==> config.mk <==
export PLATFORM = sky130hd
export DESIGN_NAME = split_reload_timer
export DESIGN_NICKNAME = d
export VERILOG_FILES = /design/src/rtl/split_reload_timer_pkg.sv /design/src/rtl/split_reload_timer.sv
export SDC_FILE = /design/constraint.sdc
export NUM_CORES = 1
export LEC_CHECK = 0
export ABC_AREA = 1
export BUFFER_PORTS_ARGS = -buffer_cell sky130_fd_sc_hd__buf_2
export CAP_MARGIN = 20
export CELL_PAD_IN_SITES_DETAIL_PLACEMENT = 0
export CELL_PAD_IN_SITES_GLOBAL_PLACEMENT = 1
export CORE_UTILIZATION = 43
export DETAILED_ROUTE_END_ITERATION = 16
export PLACE_DENSITY = 0.91
export SYNTH_ARGS = -nofsm -noshare
export SYNTH_HDL_FRONTEND = slang
export SYNTH_SLANG_ARGS = --single-unit
==> constraint.sdc <==
create_clock -name sys_clk -period 3.5 [get_ports sys_clk]
set_clock_uncertainty 0.15 [all_clocks]
set_input_delay 0.35 -clock sys_clk [delete_from_list [all_inputs] [get_ports sys_clk]]
set_output_delay 0.35 -clock sys_clk [all_outputs]
set_load 0.05 [all_outputs]
==> src/rtl/split_reload_timer_pkg.sv <==
package split_reload_timer_pkg;
  localparam logic [7:0] TIMER_CONTROL_ADDR = 8'hc8;
  localparam logic [7:0] RELOAD_LOW_ADDR = 8'hca;
  localparam logic [7:0] RELOAD_HIGH_ADDR = 8'hcb;
  localparam logic [7:0] COUNT_LOW_ADDR = 8'hcc;
  localparam logic [7:0] COUNT_HIGH_ADDR = 8'hcd;
  localparam int HIGH_FLAG_BIT = 7;
  localparam int LOW_FLAG_BIT = 6;
  localparam int LOW_IRQ_EN_BIT = 5;
  localparam int SPLIT_BIT = 3;
  localparam int RUN_BIT = 2;
  localparam int ALT_CLK_BIT = 0;
  localparam logic [7:0] CONTROL_WRITE_MASK = 8'hed;
  localparam logic [7:0] REG_RESET = 8'h00;
  localparam int SYS_DIV = 12;
  localparam int EXT_DIV = 8;
endpackage

==> src/rtl/split_reload_timer.sv <==
`timescale 1ns/1ps
module split_reload_timer (
  input wire logic sys_clk,
  input wire logic rst,
  input wire logic [7:0] sfrAddr,
  input wire logic [7:0] sfrWdata,
  input wire logic sfrWrite,
  output logic [7:0] sfrRdata,
  input wire logic bitWrite,
  input wire logic [2:0] bitSel,
  input wire logic bitValue,
  input wire logic timerIrqEnable,
  input wire logic lowByteSysclkSelect,
  input wire logic highByteSysclkSelect,
  input wire logic extClock,
  output logic irqRequest,
  output logic [7:0] timerControl,
  output logic [7:0] countLowByte,
  output logic [7:0] countHighByte
);
  logic [7:0] control_q;
  logic [7:0] reloadLow_q;
  logic [7:0] reloadHigh_q;
  logic [7:0] countLow_q;
  logic [7:0] countHigh_q;
  logic [3:0] div12_q;
  logic [2:0] extSync_q;
  logic [2:0] extDiv_q;
  logic extDivOld_q;
  logic divTick;
  logic extTick;
  logic altTick;
  logic lowTick;
  logic highTick;
  logic splitMode;
  logic runOn;
  logic lowStep;
  logic highStep;
  logic lowWrap;
  logic highWrap;
  logic [7:0] ctrlWrEff;
  logic ctrlWr;
  logic ctrlBitWr;
  logic [7:0] bitMask;
  logic [7:0] ctrlNext;
  logic [7:0] ctrlUpdate;
  logic [7:0] controlView;
  logic wrReloadLow;
  logic wrReloadHigh;
  logic wrCountLow;
  logic wrCountHigh;

  assign splitMode = control_q[split_reload_timer_pkg::SPLIT_BIT];
  assign runOn = control_q[split_reload_timer_pkg::RUN_BIT];

  assign divTick = (div12_q == 4'(split_reload_timer_pkg::SYS_DIV - 1));
  assign altTick = control_q[split_reload_timer_pkg::ALT_CLK_BIT] ?
    extTick : divTick;
  assign lowTick = lowByteSysclkSelect ? 1'b1 : altTick;
  assign highTick = splitMode ?
    (highByteSysclkSelect ? 1'b1 : altTick) : lowTick;

  assign lowStep = splitMode ? lowTick : (lowTick & runOn);
  assign highStep = splitMode ? (highTick & runOn) :
    (lowStep & (countLow_q == 8'hff));
  assign lowWrap = lowStep & (countLow_q == 8'hff);
  assign highWrap = highStep & (countHigh_q == 8'hff);

  assign wrReloadLow = sfrWrite &
    (sfrAddr == split_reload_timer_pkg::RELOAD_LOW_ADDR);
  assign wrReloadHigh = sfrWrite &
    (sfrAddr == split_reload_timer_pkg::RELOAD_HIGH_ADDR);
  assign wrCountLow = sfrWrite &
    (sfrAddr == split_reload_timer_pkg::COUNT_LOW_ADDR);
  assign wrCountHigh = sfrWrite &
    (sfrAddr == split_reload_timer_pkg::COUNT_HIGH_ADDR);
  assign ctrlWr = sfrWrite &
    (sfrAddr == split_reload_timer_pkg::TIMER_CONTROL_ADDR);
  assign ctrlBitWr = bitWrite & ~ctrlWr;
  assign bitMask = 8'h01 << bitSel;

  assign ctrlWrEff = ctrlWr ? sfrWdata :
    (bitValue ? (control_q | bitMask) : (control_q & ~bitMask));
  assign ctrlUpdate = (ctrlWr | ctrlBitWr) ?
    (ctrlWrEff & split_reload_timer_pkg::CONTROL_WRITE_MASK) : control_q;
  // flags set by wraps, set wins over clear
  assign ctrlNext = ctrlUpdate |
    {highWrap, lowWrap, 6'h00};
  assign controlView = control_q;

  always_ff @(posedge sys_clk or posedge rst) begin
    if (rst) begin
      extSync_q <= 3'h0;
      extDiv_q <= 3'h0;
      extDivOld_q <= 1'b0;
    end else begin
      extSync_q <= {extSync_q[1:0], extClock};
      if (extSync_q[1] & ~extSync_q[2]) begin
        extDiv_q <= extDiv_q + 3'h1;
      end
      extDivOld_q <= extDiv_q[2];
    end
  end
  assign extTick = extDiv_q[2] & ~extDivOld_q;

  always_ff @(posedge sys_clk or posedge rst) begin
    if (rst) begin
      div12_q <= 4'h0;
    end else if (divTick) begin
      div12_q <= 4'h0;
    end else begin
      div12_q <= div12_q + 4'h1;
    end
  end

  always_ff @(posedge sys_clk or posedge rst) begin
    if (rst) begin
      control_q <= split_reload_timer_pkg::REG_RESET;
    end else begin
      control_q <= ctrlNext;
    end
  end

  always_ff @(posedge sys_clk or posedge rst) begin
    if (rst) begin
      reloadLow_q <= split_reload_timer_pkg::REG_RESET;
      reloadHigh_q <= split_reload_timer_pkg::REG_RESET;
    end else begin
      if (wrReloadLow) begin
        reloadLow_q <= sfrWdata;
      end
      if (wrReloadHigh) begin
        reloadHigh_q <= sfrWdata;
      end
    end
  end

  always_ff @(posedge sys_clk or posedge rst) begin
    if (rst) begin
      countLow_q <= split_reload_timer_pkg::REG_RESET;
      countHigh_q <= split_reload_timer_pkg::REG_RESET;
    end else begin
      if (wrCountLow) begin
        countLow_q <= sfrWdata;
      end else if (lowWrap & (splitMode | highWrap)) begin
        countLow_q <= reloadLow_q;
      end else if (lowStep) begin
        countLow_q <= countLow_q + 8'h01;
      end
      if (wrCountHigh) begin
        countHigh_q <= sfrWdata;
      end else if (highWrap) begin
        countHigh_q <= reloadHigh_q;
      end else if (highStep) begin
        countHigh_q <= countHigh_q + 8'h01;
      end
    end
  end

  assign irqRequest = timerIrqEnable &
    (control_q[split_reload_timer_pkg::HIGH_FLAG_BIT] |
    (control_q[split_reload_timer_pkg::LOW_FLAG_BIT] &
    control_q[split_reload_timer_pkg::LOW_IRQ_EN_BIT]));

  always_comb begin
    unique case (sfrAddr)
      split_reload_timer_pkg::TIMER_CONTROL_ADDR: sfrRdata = controlView;
      split_reload_timer_pkg::RELOAD_LOW_ADDR: sfrRdata = reloadLow_q;
      split_reload_timer_pkg::RELOAD_HIGH_ADDR: sfrRdata = reloadHigh_q;
      split_reload_timer_pkg::COUNT_LOW_ADDR: sfrRdata = countLow_q;
      split_reload_timer_pkg::COUNT_HIGH_ADDR: sfrRdata = countHigh_q;
      default: sfrRdata = 8'h00;
    endcase
  end

  assign timerControl = control_q;
  assign countLowByte = countLow_q;
  assign countHighByte = countHigh_q;
endmodule

=== Word-level counts from Yosys, hierarchy flattened ===
Index checks and enable logic that the tools add are counted.

* Logic and storage cells: 66
* ROM bits: 0
* Flip-flop bits (word level): 51
* Output and inout bits: 33
* Bits in writable memories: 0
* Input bits: 28
* Memories kept: 0
* Bits in latches: 0

* Mux-type cells: 17
* Shifts and indexed selects: 1
* Order comparisons: 0
* Multiply operators: 0
* Eq/ne operators: 8
* Divide/modulo/power cells: 0
* Add/subtract/negate cells: 4
* Reductions and logical operators: 2
* Bitwise gates (word level): 25

{| class="wikitable"
|+ Operators with widths
! kind !! number
|-
| $mux 8 || 9
|-
| $eq 8x8->1 const B || 7
|-
| $pmux 8 s5 || 1
|-
| $add 8x1->8 const B || 2
|-
| $or 8x8->8 || 2
|-
| $and 1x1->1 || 15
|-
| $and 8x8->8 || 1
|-
| $not 8->8 || 1
|-
| $shl 1x3->8 const A || 1
|-
| $mux 1 || 6
|-
| $reduce_bool 3->1 || 2
|-
| $add 4x1->4 const B || 1
|-
| $eq 4x4->1 const B || 1
|-
| $mux 4 || 1
|-
| $add 3x1->3 const B || 1
|-
| $not 1->1 || 3
|-
| $or 1x1->1 || 3
|}

=== Depth between registers and ports, before layout ===
Gate-level depths: netlist (run 1).

* Depth in word-level cells: 13
* Mapped depth: 11

=== Worst setup path after synthesis (run 1) ===
Ideal clock, no wire load.

* Path type: register to output
* From: register with a tool-made name
* To: output sfrRdata[3]
* Path slack: 950 ps
* Data required time: 3000 ps
* Arrival: 2050 ps
* Cell stages (with the launch flop): 3
* Cell sequence: dfrtp_1 > inv_1 > o21ai_0

{| class="wikitable"
|+ RTL lines
! what !! RTL line !! source
|-
| end: declaration || split_reload_timer.sv:8 || <nowiki>output logic [7:0] sfrRdata,</nowiki>
|}

=== Worst setup path in the final report (run 1) ===
* From: input sfrAddr[2]
* To: output sfrRdata[3]

* Longest elaborated chain between the ends: 2
* Elaborated cells on any way between the ends: 6
* Classes of those cells: eq/ne (5); mux (1)

{| class="wikitable"
|+ Ends and longest elaborated chain
! what !! RTL line !! source
|-
| start: declaration || split_reload_timer.sv:5 || <nowiki>input wire logic [7:0] sfrAddr,</nowiki>
|-
| $eq 8x8->1 || split_reload_timer.sv:166 || <nowiki>unique case (sfrAddr)</nowiki>
|-
| $pmux 8 s5 * || split_reload_timer.sv:166 ||
|}

Every way passes the cells marked *; elsewhere a longest branch is shown, timed or not.

==> metrics.md, run 1 <==
| Metric | Value |
|---|---|
| Outcome | `finished, final reports clean` |
| Crit. Startpoint | `sfrAddr[2]` |
| Ys Warns | `0` |
| Synth area leader | `dfrtp_1` |
| Mapped Area | `0.00310 mm2` |
| Clk buf depth | `2` |
| Total GRT Usage | `24.2%` |
| Die height | `86.9 um` |
| CP bufs+invs | `3` |
| First-pass GRT wire length | `14000 um` |
| RSZ-0062 raised after global routing | `no` |
| IO Count | `61` |
| Gate Count Post-Synth | `430` |
| Lkg Pwr | `0.00194 uW` |
| Worst hold slack | `0.130 ns` |
| Dpl cells | `577` |
| Hpwl dp | `6570 um` |
| Final Hold Viols | `0` |
| Gate power share | `43.1%` |
| DRC viols | `0` |
| Crit path max-delay family | `simple AND/OR/NAND/NOR gates` |
| CTS tree | `built` |
| Critical path peak fanout | `8` |
| Post-synth EDFFs | `0` |
| Detailed Routing Iterations Pass 1 | `5` |
| Commonest non-fill, non-tap cells in the layout | `nand2_1, inv_1, buf_2` |
| Avg Inst Size Synth | `7.21 um2` |
| Total of max-cap violations | `0` |
| # diodes | `0` |
| Top_reg_cell synth | `dfrtp_1` |
| Num CTS Buffers | `5` |
| Area share of the largest cell type after synthesis | `39.6%` |
| FMAX | `427 MHz` |
| Wire per inst | `14.4 um` |
| Slew HR | `42.9%` |
| Die X | `86.9 um` |
| Cell Chain, Critical Path | `buf_2 > inv_1 > nand2_1 > nor3_1 > nand2_1 > o21ai_0 > nor2_1 > o21ai_0 > buf_2` |
| Slew Viols, Final | `0` |
| Switch Pwr | `1040 uW` |
| Final Instance Count excl. Fillers | `588` |
| Layout cells sized above 1 | `17.5%` |
| Grt total ovfl | `0` |
| Avg Vias per Cell | `5.10` |
| Initial Utilization | `45.1%` |
| Number of global-route vias before repair | `2828` |
| NumNets Final | `523` |
| CP startpoint kind | `input pin` |
| Most common library cell in the layout ignoring fill and taps | `nand2_1` |
| Net Sw Frac | `48.7%` |
| Clock Latency Late Sink | `0.32 ns` |
| Util after Layout | `52.5%` |
| DRT iter0 DRCs | `227` |
| Tightest Hold Check Type | `in2reg` |
| Slowest stage cell on the critical path | `buf_2` |
| Post-CTS setup buffers | `0` |
| Critical hold path startpoint | `sfrWdata[6]` |
| Power Dens Cells | `594 mW/mm2` |
| Setup TNS | `0 ns` |
| Internal power | `1100 uW` |
| Core Rows | `30` |
| Top post-synthesis cells by area | `dfrtp_1, nand2_1, inv_1` |
| Seq pwr share | `39.3%` |
| Sequential cell area fraction in the yosys report | `39.6%` |
| Setup violators final | `0` |
| Worst path max stage delay | `0.31 ns` |
| Library cells used by synthesis | `37` |
| # port buffers | `58` |
| Remaining antenna violation count | `0` |
| Vias | `2997` |
| Post-synth ARST share | `100%` |
| Slew @ Worst Pin | `0.853 ns` |
| P&R area growth vs syn | `16.4%` |
| Post-Route WL | `8470 um` |
| Worst Setup End Kind | `output pin` |
| Reg2reg start | `countLowByte[1]$_DFFE_PP0P_` |
| Worst IR Drop VDD | `0.386 mV` |
| Gpl congestion | `0.886` |
| CP Data Required Time | `3.00 ns` |
| Reg clk slew, reported paths | `0.10 ns` |
| Number of synthesized register bits | `49` |
| H-Tree Depth | `2` |
| Critical path arrival | `1.84 ns` |
| Clock Power Share | `17.5%` |
| CTS sink cnt | `49` |
| Largest net degree at the start of global routing | `50` |
| Period utilization | `66.9%` |
| Initial antenna violation count | `0` |
| Min Tclk post-route | `2.34 ns` |
| Placeable Area | `0.00687 mm2` |
| Die area | `0.00755 mm2` |
| WS Path Type | `in2out` |
| CTS Root Cell | `clkbuf_8` |
-- cells by family (layout without fill, tap and decap cells) --
group                      after synthesis  in the layout  synth area share (%)
AOI/OAI and AO/OA                       64             64                  12.0
muxes                                    1              1                 0.363
xor gates and xnor gates                12             12                  3.39
buffers and inverters                   91            152                  11.5
and+or+nand+nor                        208            208                  31.5
other                                    1              2                 0.121
adders and majority gates                4              4                  1.61
DFF                                     49             49                  39.6
-- flip-flops by register name, summed over array words and instances, names as in the netlist, named ones only --
name           count
countHighByte      8
countLowByte       8
div12_q            4
extDivOld_q        1
extDiv_q           3
extSync_q          3
reloadHigh_q       8
reloadLow_q        8
timerControl       2
-- stage by stage --
step / instance area, um2 / setup WS [ns] / power (uW)
global placement: 3470 / 1.15 / 1760
finish: 3610 / 1.16 / 2140
detailed placement: 3470 / 1.11 / 1770
global route: 3610 / 0.954 / 2290
floorplan: 3100 / 0.950 / 1520
CTS: 3580 / 1.22 / 2150
-- worst min-delay path, delay by kind of cell --
| kind | cells | cell delay [ns] |
|---|---|---|
| AO/OA/AOI/OAI | 1 | 0.08 |
| buffers and inverters | 1 | 0.09 |
| AND/OR/NAND/NOR | 1 | 0.05 |
-- path summary, 6_finish.rpt --
kind,end,slack (ns),cells after the start
max in group asynchronous,reloadHigh_q[1]$_DFFE_PP0P_,2.35,4
min in group asynchronous,extSync_q[1]$_DFF_PP0_,0.36,3
setup reg to reg,countHighByte[5]$_DFFE_PP0P_,1.22,9
hold / removal,timerControl[6]$_DFF_PP0_,0.13,3
setup / recovery,sfrRdata[3],1.16,9
hold reg to reg,extSync_q[1]$_DFF_PP0_,0.21,0
-- cell type report --
| cell class | instances | area, um2 |
|---|---|---|
| fillers | 720 | 3260 |
| clock inverters | 3 | 28.8 |
| well taps | 96 | 120 |
| flip-flops and latches | 49 | 1230 |
| clock buffers | 5 | 68.8 |
| inverters | 83 | 313 |
| multi-input cells | 291 | 1520 |
| repair buffers | 61 | 330 |
-- power groups by stage --
stage | combinational (uW) | sequential [uW] | clock (uW)
floorplan | 410 | 1110 | 0
global placement | 917 | 847 | 0
detailed placement | 917 | 852 | 0
CTS | 923 | 841 | 385
global route | 1020 | 863 | 408
finish | 924 | 843 | 376
-- what timing repair did --
action                                 4_1_cts  5_1_grt
endpoints found under the hold margin        1       12
resized for setup                            0        0
hold buffers                                 1        1
-- routing by layer --
metal  up-vias  GRT usage, %  wire length [um]
li1       1505             -                 -
met1      1371          34.1              4000
met2       104          38.6              3870
met3        17          3.41               423
met4         0          7.58               172
met5         -             0                 0
-- Yosys cell counts, types with 2 or more instances --
cell	instances
xor2_1	10
nor4_1	3
xnor2_1	2
dfrtp_1	49
o22ai_1	15
nand3_1	47
nand2_4	2
or2_0	2
o2111ai_1	2
buf_2	2
inv_2	4
nor2_1	16
a21oi_1	3
nand2_1	112
a211o_1	2
nor3_1	4
clkbuf_1	3
ha_1	4
nand4_1	13
o21ai_0	39
buf_4	3
inv_1	78
No activity file was read; power rests on OpenSTA's default activity.
==> run 2, diff against run 1 <==
--- a/config.mk
+++ b/config.mk
@@ -5,14 +5,14 @@
 export SDC_FILE = /design/constraint.sdc
 export NUM_CORES = 1
 export LEC_CHECK = 0
-export ABC_AREA = 1
+export ABC_AREA = 0
 export BUFFER_PORTS_ARGS = -buffer_cell sky130_fd_sc_hd__buf_2
 export CAP_MARGIN = 20
 export CELL_PAD_IN_SITES_DETAIL_PLACEMENT = 0
 export CELL_PAD_IN_SITES_GLOBAL_PLACEMENT = 1
-export CORE_UTILIZATION = 43
+export CORE_UTILIZATION = 38
 export DETAILED_ROUTE_END_ITERATION = 16
-export PLACE_DENSITY = 0.91
+export PLACE_DENSITY = 0.81
 export SYNTH_ARGS = -nofsm -noshare
 export SYNTH_HDL_FRONTEND = slang
 export SYNTH_SLANG_ARGS = --single-unit
==> constraint.sdc (replaced) <==
create_clock -name sys_clk -period 1.9 [get_ports sys_clk]
set_clock_uncertainty 0.15 [all_clocks]
set_input_delay 0.19 -clock sys_clk [delete_from_list [all_inputs] [get_ports sys_clk]]
set_output_delay 0.19 -clock sys_clk [all_outputs]
set_load 0.05 [all_outputs]
==> run 2 against run 1 <==
The flow now finishes with violations (setup timing). Power rose by 120%. Sequential cell count did not move. Critical path type is now reg2reg. Critical endpoint is now countHighByte[6]$_DFFE_PP0P_. Largest cell class unchanged. Final area rose by 17%. Final cell count fell by 14%. Clock power rose by 100%. Register-to-register slack got worse by 1.4 ns. Highest routed layer unchanged. Sequential power rose by 74%.
==> metrics.md, run 2 <==
| Metric | Value |
|---|---|
| Tightest Hold Check Type | `in2reg` |
| # diodes | `0` |
| Avg Vias per Cell | `5.55` |
| Vias | `2818` |
| Post-synth EDFFs | `0` |
| First-pass GRT wire length | `13700 um` |
| R2R setup slack | `-0.22 ns` |
| Total GRT Usage | `22.9%` |
| Compound-gate portion of the synthesized area | `17.8%` |
| Placed Instance Area | `0.00377 mm2` |
| WS Path Type | `reg2reg` |
| Gpl congestion | `0.887` |
| Total of max-cap violations | `0` |
| Gate Count Post-Synth | `281` |
| Largest net degree at the start of global routing | `50` |
| Hpwl dp | `6390 um` |
| Hold endpoint | `countHighByte[1]$_DFFE_PP0P_` |
| Layout cells sized above 1 | `47.9%` |
| # port buffers | `58` |
| Clock Latency Late Sink | `0.30 ns` |
| Area share of the largest cell type after synthesis | `42.0%` |
| Outcome | `complete, but fails checks` |
| Cell with the most instances after synthesis | `dfrtp_1` |
| Placeable Area | `0.00733 mm2` |
| CTS sink cnt | `49` |
| Main combinational cell family by area after synthesis | `simple AND/OR/NAND/NOR gates` |
| DRT iter0 DRCs | `247` |
| Top post-synthesis cells by area | `dfrtp_1, mux2_1, nand2_1` |
| Final Instance Count excl. Fillers | `508` |
| Reg clk slew, reported paths | `0.10 ns` |
| Mux cell area share after synthesis | `10.8%` |
| Num CTS Buffers | `5` |
| Final worst setup slack | `-0.224 ns` |
| Clk buf depth | `2` |
| P&R area growth vs syn | `45.2%` |
| Ys Warns | `0` |
| Worst Setup End Kind | `register` |
| Final instance area | `0.00424 mm2` |
| Mapped Area | `0.00292 mm2` |
| Library cells used by synthesis | `64` |
| Min Tclk post-route | `2.12 ns` |
| Worst IR Drop VDD | `1.03 mV` |
| FMAX | `471 MHz` |
| Failing checks | `setup timing` |
| Xor/xnor share of the synthesized area | `2.40%` |
| Post-synth ARST share | `100%` |
| Post-Route WL | `8790 um` |
| Power Dens Cells | `1100 mW/mm2` |
| RSZ-0062 raised after global routing | `yes` |
| Slew Viols, Final | `0` |
| Pre-CTS setup slack | `-0.187 ns` |
| Period utilization | `112%` |
| CP startpoint kind | `register` |
| Number of synthesized register bits | `49` |
| NumNets Final | `440` |
| Dpl cells | `484` |
| Grt total ovfl | `0` |
| WHS Path Cells | `3` |
| Critical path peak fanout | `16` |
| Die X | `89.6 um` |
| Most common library cell in the layout ignoring fill and taps | `buf_4` |
| Worst R2R End | `countHighByte[6]$_DFFE_PP0P_` |
| Worst hold slack | `0.0142 ns` |
| DRC viols | `0` |
| CTS tree | `built` |
| Final Hold Viols | `0` |
| Setup violators final | `24` |
| Critical hold path startpoint | `sfrWdata[1]` |
| Initial Utilization | `39.8%` |
| Initial antenna violation count | `0` |
| Critical path arrival | `2.18 ns` |
| Wire per inst | `17.3 um` |
| # fillers | `663` |
| Lkg Pwr | `0.00196 uW` |
| Number of global-route vias before repair | `2755` |
| Top_reg_cell synth | `dfrtp_1` |
| Detailed Routing Iterations Pass 1 | `5` |
| Remaining antenna violation count | `0` |
| H-Tree Depth | `2` |
| Die area | `0.00803 mm2` |
| CTS Root Cell | `clkbuf_8` |
| Area share of and/or/nand/nor cells after synthesis | `22.0%` |
| Setup TNS | `-2.31 ns` |
| Commonest non-fill, non-tap cells in the layout | `buf_4, buf_2, dfrtp_1` |
| Reg2reg start | `div12_q[1]$_DFF_PP0_` |
| Sequential cell area fraction in the yosys report | `42.0%` |
| Top cells by count, synth | `dfrtp_1, nand2_1, nor2_1, mux2_1` |
| Core Rows | `31` |
| Reg2Reg Depth | `8` |
| Avg Inst Size Synth | `10.4 um2` |
| Synth area leader | `dfrtp_1` |
| Fraction of the mapped netlist area in adder cells | `1.72%` |
| CP Data Required Time | `1.96 ns` |
| IO Count | `61` |
| Die height | `89.6 um` |
[run 2: cell count changes in the layout (fill, tap and decap cells not counted), moves of 9 or more]
cell / change
nand2_1: -86
buf_4: +55
o21ai_0: -36
mux2_1: +16
o22ai_1: -11
nand3_1: -37
inv_1: -69
mux2i_1: +9
nand2_2: +10
buf_6: +11
nand4_1: -11
[run 2: cell families after synthesis]
group | after synthesis
AOI/OAI and AO/OA | 65
DFF | 49
adders and majority gates | 4
other | 1
xor gates and xnor gates | 8
and+or+nand+nor | 105
buffers and inverters | 20
muxes | 29
[run 2: what timing repair did]
item / 4_1_cts / 5_1_grt
endpoints found under the hold margin: 50 / 0
buffers inserted: 4 / 9
resized for setup: 41 / 19
hold buffers: 2 / 0
pin swaps: 9 / 14
gates cloned: 1 / 1
endpoints found under the setup margin: 26 / 26
[run 2: cell type report]
cell class / instances / area [um2] / share of cell area, %
Clock buffer: 5 / 68.8 / 1.62
Clock inverter: 3 / 43.8 / 1.03
Inverter: 10 / 37.5 / 0.886
Multi-Input combinational cell: 213 / 1740 / 41.1
Sequential cell: 49 / 1240 / 29.2
Tap cell: 99 / 124 / 2.92
Timing Repair Buffer: 129 / 987 / 23.3
[run 2: power breakdown]
group	switching [uW]	internal (uW)	total [uW]	leakage [uW]
combinational	1530	889	2410	0.00129
sequential	176	1290	1470	0.000612
clock	371	395	766	0.0000585
total	2070	2580	4650	0.00196
[run 2: worst max-delay path: stages, from the launching register on]
cell and delay, ns:
dfrtp_1 0.40, ha_2 0.19, and4bb_2 0.25, o311ai_1 0.28, buf_4 0.16, o41ai_4 0.07, buf_12 0.16, and3_4 0.14
o31ai_1 0.21
[run 2: routing by layer]
layer  vias to the layer above  share of wire (%)  GRT usage [%]
li1                       1315                  -              -
met1                      1390                 45           31.5
met2                       100                 48           38.7
met3                        13                6.1           2.93
met4                         0                1.0           5.19
met5                         -                  0              0
[run 2: stage by stage]
stage               util (%)  power (uW)
finish                  57.8        4650
global route            57.8        4890
CTS                     55.8        4580
detailed placement      51.5        3790
global placement        51.5        3750
floorplan                  -        2930
[run 2: worst max-delay path by stage]
stage                                      startpoint                           end  slack [ns]  cells past startpoint
final                            div12_q[1]$_DFF_PP0_  countHighByte[6]$_DFFE_PP0P_       -0.22                      8
after global routing             div12_q[1]$_DFF_PP0_  countHighByte[6]$_DFFE_PP0P_       -0.31                      8
after CTS                 countLowByte[0]$_DFFE_PP0P_  countHighByte[6]$_DFFE_PP0P_       -0.20                      7
after detailed placement         div12_q[1]$_DFF_PP0_   countLowByte[0]$_DFFE_PP0P_       -0.19                      7
after global placement                     sfrAddr[2]                   sfrRdata[1]       -0.15                      7
after floorplan           countLowByte[0]$_DFFE_PP0P_  countHighByte[1]$_DFFE_PP0P_       -0.39                      7
